$ cat src/tmr_defines.svh
// offsets, field positions, reset values and timing counts of the timer block
`ifndef TMR_DEFINES_SVH
`define TMR_DEFINES_SVH
`define ADDR_COUNT        2'h0
`define ADDR_OPTION       2'h1
`define ADDR_INTCTL       2'h2
`define ADDR_WDT          2'h3
`define OPT_CS_BIT        5
`define OPT_SE_BIT        4
`define OPT_PSA_BIT       3
`define INT_FLAG_BIT      2
`define INT_EN_BIT        5
`define OPTION_RST        8'hFF
`define COUNT_RST         8'h00
`define INTCTL_RST        8'h00
`define QPHASE_CYCLES     2'h3
`define WR_INHIBIT_CYC    2'h2
`endif

$ cat src/tmr_pkg.sv
// types shared by the timer block
package tmr_pkg;
	typedef struct packed {
		logic [1:0] addr;
		logic [7:0] wdata;
		logic       wr;
		logic       rd;
	} reg_req_t;
	typedef struct packed {
		logic       cs;
		logic       se;
		logic       prescaler_assign;
		logic [2:0] ratio;
	} opt_t;
endpackage : tmr_pkg

$ cat src/tmr_prescaler.sv
// shared 8-bit prescaler counter with tap select
`include "tmr_defines.svh"
module tmr_prescaler (
	// clock and control
	input  wire logic       core_clk,
	input  wire logic       sys_rst,
	input  wire logic       clk_en,
	input  wire logic       clr,
	input  wire logic       tick,
	// selection
	input  wire logic [2:0] ratio,
	input  wire logic       bypass,
	// output
	output logic            out_level
);
	import tmr_pkg::*;
	typedef struct packed {
		logic [7:0] cnt;
	} pre_state_t;
	pre_state_t st_r;
	pre_state_t st_nxt;

	// count ticks; cleared on demand
	always_comb begin
		st_nxt = st_r;
		if (clr) begin
			st_nxt.cnt = 8'h00;
		end else if (tick) begin
			st_nxt.cnt = st_r.cnt + 8'h01;
		end
	end

	always_ff @(posedge core_clk) begin
		if (sys_rst) begin
			st_r <= '{cnt: 8'h00};
		end else if (clk_en) begin
			st_r <= st_nxt;
		end
	end

	// symmetric output: bit k gives 1:2^(k+1)
	assign out_level = bypass ? 1'b0 : st_r.cnt[ratio];
endmodule : tmr_prescaler

$ cat src/tmr_core.sv
// 8-bit timer/counter with a prescaler shared with the watchdog
//
// Our own choices: the plain strobed port and the register addresses.
`include "tmr_defines.svh"
module tmr_core (
	// clock and reset
	input  wire logic             core_clk,
	input  wire logic             sys_rst,
	input  wire logic             clk_en,
	// register port
	input  wire tmr_pkg::reg_req_t req,
	output logic [7:0]            rdata,
	// pins and system
	input  wire logic             external_count_input,
	input  wire logic             sleep,
	input  wire logic             watchdog_clear_instr,
	input  wire logic             watchdog_tick,
	// outputs
	output logic                  irq,
	output logic                  watchdog_post
);
	import tmr_pkg::*;

	typedef enum logic [1:0] {
		PH_Q1 = 2'b00,
		PH_Q2 = 2'b01,
		PH_Q3 = 2'b10,
		PH_Q4 = 2'b11
	} phase_t;

	typedef struct packed {
		logic [7:0] count_register;
		opt_t       opt;
		logic       overflow_flag;
		logic       overflow_irq_enable;
		logic [2:0] pin_sync;
		logic       pin_stable;
		logic       pre_samp;
		logic       pre_prev;
		phase_t     phase;
		logic [1:0] inhibit;
		logic [7:0] rdata;
		logic       wdt_pre_prev;
	} core_state_t;

	core_state_t st_r;
	core_state_t st_nxt;

	logic       pre_out;
	logic       pre_tick;
	logic       pre_clr;
	logic       pin_edge;
	logic       cyc_end;
	logic       wr_count;
	logic       inc;
	logic       psa_wdt;
	logic       src_level;

	assign psa_wdt  = st_r.opt.prescaler_assign;
	assign cyc_end  = (st_r.phase == PH_Q4);
	assign wr_count = req.wr && (req.addr == `ADDR_COUNT);

	// counted edge after edge select; pin_stable is the agreed synchronised level
	assign src_level = st_r.pin_stable ^ st_r.opt.se;
	// one-cycle pulse: stages 2 and 3 agree on the selected level while the accepted level differs
	assign pin_edge  = (st_r.pin_sync[2] == st_r.pin_sync[1]) &&
		(st_r.pin_sync[1] ^ st_r.opt.se) && !src_level;

	// prescaler input: pin edges or instruction cycles, or watchdog ticks
	always_comb begin
		if (psa_wdt) begin
			pre_tick = watchdog_tick;
		end else if (st_r.opt.cs) begin
			pre_tick = pin_edge;
		end else begin
			pre_tick = cyc_end && !sleep;
		end
	end

	// clear by count write or watchdog clear, per assignment
	assign pre_clr = (!psa_wdt && wr_count) ||
		(psa_wdt && watchdog_clear_instr);

	// single shared prescaler, not visible on the register port
	tmr_prescaler u_pre (
		.core_clk  (core_clk),
		.sys_rst   (sys_rst),
		.clk_en    (clk_en),
		.clr       (pre_clr),
		.tick      (pre_tick && !sleep),
		.ratio     (st_r.opt.ratio),
		.bypass    (1'b0),
		.out_level (pre_out)
	);

	// watchdog postscaler output when assigned there
	assign watchdog_post = psa_wdt && pre_out && !st_r.wdt_pre_prev;

	// next state
	always_comb begin
		st_nxt = st_r;
		inc    = 1'b0;
		st_nxt.phase = phase_t'(st_r.phase + 2'h1);
		if (sleep) begin
			st_nxt.phase = st_r.phase;
		end
		// three-flop pin synchroniser, level accepted when stages 2 and 3 agree
		st_nxt.pin_sync = {st_r.pin_sync[1:0], external_count_input};
		if (st_r.pin_sync[2] == st_r.pin_sync[1]) begin
			st_nxt.pin_stable = st_r.pin_sync[2];
		end
		st_nxt.wdt_pre_prev = pre_out;
		// sample the prescaler output on second and fourth quarter phases
		if (st_r.phase == PH_Q2 || st_r.phase == PH_Q4) begin
			st_nxt.pre_samp = pre_out;
		end
		// increment source
		if (!sleep) begin
			if (psa_wdt) begin
				// 1:1 rate: each counted event increments directly
				inc = st_r.opt.cs ? pin_edge : cyc_end;
			end else if (cyc_end) begin
				// falling edge of sampled prescaler output, lagging the pin
				inc = st_r.pre_prev && !st_r.pre_samp;
				st_nxt.pre_prev = st_r.pre_samp;
			end
		end
		if (cyc_end && st_r.inhibit != 2'h0) begin
			st_nxt.inhibit = st_r.inhibit - 2'h1;
		end
		if (inc && st_r.inhibit == 2'h0) begin
			st_nxt.count_register = st_r.count_register + 8'h01;
			if (st_r.count_register == 8'hFF) begin
				st_nxt.overflow_flag = 1'b1;
			end
		end
		// register writes; a write does not clear a flag set in the same cycle
		if (req.wr) begin
			unique case (req.addr)
				`ADDR_COUNT: begin
					st_nxt.count_register = req.wdata;
					st_nxt.inhibit        = `WR_INHIBIT_CYC;
				end
				`ADDR_OPTION: begin
					st_nxt.opt.cs    = req.wdata[`OPT_CS_BIT];
					st_nxt.opt.se    = req.wdata[`OPT_SE_BIT];
					st_nxt.opt.prescaler_assign   = req.wdata[`OPT_PSA_BIT];
					st_nxt.opt.ratio = req.wdata[2:0];
				end
				`ADDR_INTCTL: begin
					st_nxt.overflow_irq_enable = req.wdata[`INT_EN_BIT];
					st_nxt.overflow_flag = req.wdata[`INT_FLAG_BIT] ||
						(st_nxt.overflow_flag && !st_r.overflow_flag);
				end
				`ADDR_WDT: begin
				end
			endcase
		end
		// read data for the next cycle; prescaler count has no address
		st_nxt.rdata = 8'h00;
		if (req.rd) begin
			unique case (req.addr)
				`ADDR_COUNT:  st_nxt.rdata = st_r.count_register;
				`ADDR_OPTION: st_nxt.rdata = {2'b11, st_r.opt.cs, st_r.opt.se,
					st_r.opt.prescaler_assign, st_r.opt.ratio};
				`ADDR_INTCTL: st_nxt.rdata = {2'b00, st_r.overflow_irq_enable, 2'b00,
					st_r.overflow_flag, 2'b00};
				`ADDR_WDT:    st_nxt.rdata = 8'h00;
			endcase
		end
	end

	// state register
	always_ff @(posedge core_clk) begin
		if (sys_rst) begin
			st_r <= '{count_register: `COUNT_RST,
				opt: opt_t'(6'(`OPTION_RST)),
				overflow_flag: 1'b0,
				overflow_irq_enable: 1'b0,
				pin_sync: 3'b000,
				pin_stable: 1'b0,
				pre_samp: 1'b0,
				pre_prev: 1'b0,
				phase: PH_Q1,
				inhibit: 2'h0,
				rdata: 8'h00,
				wdt_pre_prev: 1'b0};
		end else if (clk_en) begin
			st_r <= st_nxt;
		end
	end

	// masked interrupt output
	assign irq   = st_r.overflow_flag && st_r.overflow_irq_enable;
	assign rdata = st_r.rdata;
endmodule : tmr_core

$ cat config.mk
export PLATFORM = sky130hd
export DESIGN_NAME = tmr_core
export DESIGN_NICKNAME = d
export VERILOG_FILES = /design/src/tmr_pkg.sv /design/src/tmr_prescaler.sv /design/src/tmr_core.sv
export VERILOG_INCLUDE_DIRS = /design/src
export SDC_FILE = /design/constraint.sdc
export NUM_CORES = 1
export LEC_CHECK = 0
export BUFFER_PORTS_ARGS = -buffer_cell sky130_fd_sc_hd__buf_4
export CAP_MARGIN = 30
export CORE_ASPECT_RATIO = 0.6
export CORE_MARGIN = 2
export CORE_UTILIZATION = 40
export CTS_CLUSTER_DIAMETER = 120
export DETAILED_ROUTE_END_ITERATION = 8
export PLACE_DENSITY = 0.68
export RECOVER_POWER = 25
export SLEW_MARGIN = 20
export SYNTH_ARGS = -nofsm -noshare
export SYNTH_HDL_FRONTEND = slang
export SYNTH_SLANG_ARGS = --single-unit
$ cat constraint.sdc
create_clock -name core_clk -period 6.1 [get_ports core_clk]
set_clock_uncertainty 0.2 [all_clocks]
set_input_delay 0.305 -clock core_clk [delete_from_list [all_inputs] [get_ports core_clk]]
set_output_delay 0.305 -clock core_clk [all_outputs]
set_load 0.01 [all_outputs]
==> results of run 1 <==
[through the flow]
stage / std cells / setup WS (ns) / power, mW
floorplan: 287 / 4.038 / 0.3397
global placement: 374 / 3.794 / 0.3616
detailed placement: 374 / 3.743 / 0.3625
CTS: 381 / 3.738 / 0.5770
global route: 381 / 2.943 / 0.5992
finish: 381 / 3.153 / 0.5731
[power breakdown]
group,switching [mW],leakage [nW],internal (mW),total [mW]
Clock,0.0974,0.0513,0.120,0.217
Sequential,0.00775,0.349,0.287,0.295
Combinational,0.0357,0.636,0.0248,0.0605
[layer usage]
layer,GRT usage (%),vias up,share of wire [%],wire [um]
met5,0,-,0,0
met4,4.899,0,0.66,39
met3,4.490,4,7.9,471
met2,24.75,81,39,2309
met1,29.80,978,53,3122
li1,-,1054,-,-
[layout make-up]
type,instances,area share [%]
Timing Repair Buffer,29,6.905
Clock buffer,6,2.724
Inverter,9,1.268
Sequential cell,43,32.32
Multi-Input combinational cell,213,51.90
Clock inverter,1,1.127
Tap cell,80,3.758
[cell families after synthesis]
kind of cell | after synthesis
and+or+nand+nor | 119
AOI/OAI and AO/OA | 67
DFF | 43
buffers and inverters | 31
muxes | 21
adders and majority gates | 5
xor gates and xnor gates | 1
[state kept, by name, summed over array words and instances, names as in the netlist]
register    flops
psa_wdt         1
rdata           8
st_r           24
u_pre.st_r      8
st_nxt          2
[worst paths after layout]
| path | from | end | slack (ns) | cells past startpoint |
|---|---|---|---|---|
| worst max-delay path | clk_en | u_pre.st_r[7] | 3.15 | 6 |
| worst min-delay path | req[5] | psa_wdt | 0.04 | 3 |
| worst max register to register | psa_wdt | u_pre.st_r[7] | 3.72 | 5 |
| worst min register to register | rdata[2] | rdata[2] | 0.27 | 2 |
[Yosys cell counts, types with 2 or more instances]
cell type	instances
o21a_1	2
buf_1	3
or3b_2	2
mux4_2	2
or3_1	5
and3_1	7
a31oi_1	3
a21oi_1	25
o21ai_0	15
ha_1	5
and2_1	3
o211ai_1	2
or4_1	2
nand3_1	12
nor3b_1	6
buf_4	8
nand4_1	4
a311oi_1	2
dfxtp_1	43
inv_1	9
nand2_1	30
clkbuf_1	10
a211oi_1	2
nor2_1	30
mux2i_1	19
or4bb_1	2
nor4b_1	3
nor3_1	3
o31ai_1	2
nor2b_1	4
[tightest hold or removal path, stage by stage]
cell and delay [ns]:
buf_4 0.09, mux2i_1 0.06, nand2_1 0.06
==> results.yml, run 1 <==
logic_synthesis:
  synth_mux_area_share_pct: 9.838
  synth_top_family_by_area: "simple AND/OR/NAND/NOR gates"
  async_flop_share_pct: 0
  synthSimpleGateAreaFrac_pct: 26.11
  syn-num-nets: 311
  synth_compound_area_share_pct: 18.89
  synth-xor-area-share_pct: 0.3663
  synth_edf_count: 0
  synth_seq_cells: 43
  synth_top_area_share_pct: 36.00
  yosysSeqAreaShare_pct: 36.00
  synth_area_leaders: "dfxtp_1, mux2i_1, a21oi_1, nand2_1, nor2_1"
  yosysTopAreaCell: "dfxtp_1"
  synth_warnings: 0
  syn_avg_cell_area_um2: 8.331
  synth_cell_types: 52
  syn_inst: 287
  synth_area_um2: 2391
  yosys.area_share.adder_pct: 2.616
  synth_ff_type: "dfxtp_1"
worst_setup_path:
  crit_required_ns: 6.13
  cp-end-kind: "register"
  crit_arrival_ns: 2.98
  worst-path-buf-inv: 2
  crit_family: "buffers and inverters"
  startpoint_type: "primary input"
  worst-path-max-fanout: 25
  critPathKind: "primary input to register"
  crit_path_max_incr_delay_ns: 0.77
  cp_cell_sequence: "clkbuf_1 > inv_1 > a31oi_4 > o21ai_2 > or4_1 > a21oi_1"
  slowest_stage: "clkbuf_1"
die:
  core-area_um2: 5675
  rows: 21
  die_x_um: 103.8
  start_util_pct: 42.13
  fp.dieH_um: 63.89
  pin_count: 29
  die_area_um2: 6633
cells_and_area:
  seq_area_um2: 860.8
  fin_nets: 325
  finalInstanceArea_um2: 2664
  final_core_util_pct: 46.94
  synthToLayoutAreaGrowth_pct: 11.41
  n_fill_cell: 555
  final_common_cell: "dfxtp_1"
  layout-drive-gt1-share_pct: 12.29
  antenna_cells: 0
  multi_input_area_um2: 1383
  mostFrequentLayoutCells: "dfxtp_1, nor2_1, nand2_1, a21oi_1, buf_4"
global_routing:
  track_usage_pct: 18.86
  grt_first_pass_wirelength_um: 9915
  grt_pass1_vias: 1940
  antenna_found_initial: 0
  overflow: 0
  grt_max_degree: 32
routing:
  wirelength_um: 5943
  post_drt_wl_per_cell_um: 15.60
  drt.antenna.violating_nets: 0
  drc: 0
  dr.first_iter.drc_count: 145
  vias_per_cell: 5.556
  vias: 2117
  drt_pass1_iterations: 4
cts:
  cts_tree: "yes"
  clk_latency_ns: 0.30
  numCtsBuffers: 5
  cts_hold_buf: 0
  clk_pin_slew_worst_paths_ns: 0.08
  cts_buffer_depth: 2
  htree_num_levels: 2
  cts-root-buf: "clkbuf_8"
  cts_num_sinks: 43
  cts_setup_buffers: 0
  cts_resized: 0
sta:
  period_needed_ns: 2.947
  fmax_mhz: 339.3
  drv_slew: 0
  relSlewSlack_pct: 28.35
  finalCritPeriodShare_pct: 48.32
  grt_setup_unrepaired: "no"
  final_hold_viol_count: 0
  setup_violations: 0
  finalSetupTns_ns: 0
  tightest_slew_ns: 1.075
  whs_ns: 0.03502
placed_design:
  port_buffers: 28
  dp.final_hpwl_um: 4363
  placed_cell_area_um2: 2595
  place.gp.congestion: 0.8713
worst_hold_path:
  hold_path_class: "primary input to register"
power:
  p_leak_nw: 1.036
  ir_worst_vdd_v: 0.00007730
  powerDensity_nw_per_um2: 215.1
run_status:
  status: "finished clean"
run:
  drv_cap: 0
Note: power is estimated with default switching activity, not from simulation.
==> run 2, diff against run 1 <==
clock period = 2.82 ns   (was 6.1 ns; I/O delays follow)
==> run 2 against run 1 <==
Net effect:
- power grew 110%
- register-to-register slack worse by 3.3 ns
- via count increased by 2.2%
- wire length up 1.2%
- die area stayed put
- non-clock buffer count is 9 higher
- final area is 3.1% higher
- clock power increased by 100%
- worst hold slack lost 0.0060 ns
- sequential power increased by 120%
- global-route usage is 0.30 points higher
- worst setup slack worse by 2.8 ns
- highest routed layer unchanged
==> results.yml, run 2 (synthesized netlist as in run 1, its figures left out) <==
run_status:
  status: "finished clean"
cells_and_area:
  antenna_cells: 0
  mostFrequentLayoutCells: "dfxtp_1, nor2_1, nand2_1, a21oi_1"
  finalInstanceArea_um2: 2745
  fin_cells: 391
  fin_nets: 334
  synthToLayoutAreaGrowth_pct: 14.81
  final_common_cell: "dfxtp_1"
  top_register: "st_r"
  largest_register_ffs: 24
  layout-drive-gt1-share_pct: 12.22
  final_core_util_pct: 48.37
routing:
  post_drt_wl_per_cell_um: 15.38
  vias_per_cell: 5.532
  drt.antenna.violating_nets: 0
  wirelength_um: 6012
  drt_pass1_iterations: 4
  vias: 2163
  dr.first_iter.drc_count: 125
  drc: 0
placed_design:
  dp.final_hpwl_um: 4328
  placed_cell_area_um2: 2603
  port_buffers: 28
  place_inst: 375
  place.gp.congestion: 0.8495
sta:
  period_needed_ns: 2.418
  setup_violations: 0
  tightest_slew_ns: 1.108
  final_hold_viol_count: 0
  drv_slew: 0
  finalCritPeriodShare_pct: 85.74
  finalSetupTns_ns: 0
  grt_setup_unrepaired: "no"
  fmax_mhz: 413.6
  relSlewSlack_pct: 26.10
worst_setup_path:
  crit_required_ns: 2.85
  startpoint_type: "primary input"
  r2r_start: "psa_wdt"
  critPathKind: "primary input to register"
  r2r-end: "u_pre.st_r[5]"
  cp-end-kind: "register"
  ff2ff_setup_slack_ns: 0.44
  worst-path-max-fanout: 25
  crit_arrival_ns: 2.45
  reg2reg_depth: 5
global_routing:
  overflow: 0
  grt_first_pass_wirelength_um: 10140
  track_usage_pct: 19.16
  grt_max_degree: 32
  antenna_found_initial: 0
  grt_pass1_vias: 1909
power:
  powerDensity_nw_per_um2: 443.2
  ir_worst_vdd_v: 0.0002046
  p_leak_nw: 1.071
cts:
  clk_pin_slew_worst_paths_ns: 0.08
  cts_num_sinks: 43
  htree_num_levels: 2
  cts_setup_buffers: 0
  clk_latency_ns: 0.30
  cts_buffer_depth: 2
  numCtsBuffers: 5
  cts_tree: "yes"
  cts-root-buf: "clkbuf_8"
  cts_resized: 0
die:
  start_util_pct: 42.13
  fp.dieH_um: 63.89
  die_x_um: 103.8
  die_area_um2: 6633
  core-area_um2: 5675
  rows: 21
  pin_count: 29
worst_hold_path:
  hold_path_depth: 4
  min-delay-start: "req[11]"
  min_to: "rdata[7]"
  hold_path_class: "primary input to register"
run:
  drv_cap: 0
-- run 2: cell types whose count changed in the layout (fill, tap and decap cells not counted) --
| cell | delta |
|---|---|
| buf_4 | -1 |
| bufinv_16 | -1 |
| clkbuf_1 | +1 |
| clkbuf_4 | +1 |
| clkbuf_8 | +2 |
| dlygate4sd3_1 | +8 |
-- run 2: what timing repair did --
action,4_1_cts,5_1_grt
hold buffers,8,0
setup endpoints to repair,0,0
hold endpoints to repair,13,0
-- run 2: critical path, stage by stage --
cell      delay, ns
clkbuf_1       0.80
inv_1          0.40
a31oi_4        0.27
o21ai_2        0.17
or4_1          0.52
a21oi_1        0.15
-- run 2: report_power, final --
part	switching (mW)	internal, mW
clock network	0.213	0.224
logic	0.0803	0.0611
registers	0.0167	0.622
total	0.310	0.907
-- run 2: cell type report --
class                           count  area (um^2)
Multi-Input combinational cell    213         1383
Fill cell                         581         2930
Timing Repair Buffer               38        267.8
Inverter                            9        33.78
Sequential cell                    43        860.8
Clock buffer                        8        100.1
Tap cell                           80        100.1
-- run 2: worst max-delay path by stage --
stage,from,depth (start not counted),end
floorplan,st_r[11],6,u_pre.st_r[5]
finish,clk_en,6,u_pre.st_r[5]
CTS,psa_wdt,5,u_pre.st_r[5]
global placement,psa_wdt,5,u_pre.st_r[7]
detailed placement,psa_wdt,5,u_pre.st_r[7]
global route,clk_en,6,u_pre.st_r[7]
-- run 2: routing by layer --
layer,vias up,part of all wire (%),GRT usage (%)
met5,-,0,0
met4,0,0.68,4.054
met3,5,5.3,4.082
met2,47,40,26.56
met1,1026,54,29.91
li1,1085,-,-
-- run 2: metrics by stage --
stage               hold slack [ns]  setup slack [ns]  total power, mW
finish                      0.02899            0.4021            1.217
floorplan                   0.06611            0.7585           0.7349
global placement             0.1703            0.5424           0.7843
global route                0.03590            0.1869            1.260
CTS                         0.02060            0.4375            1.226
detailed placement           0.1709            0.4607           0.7875
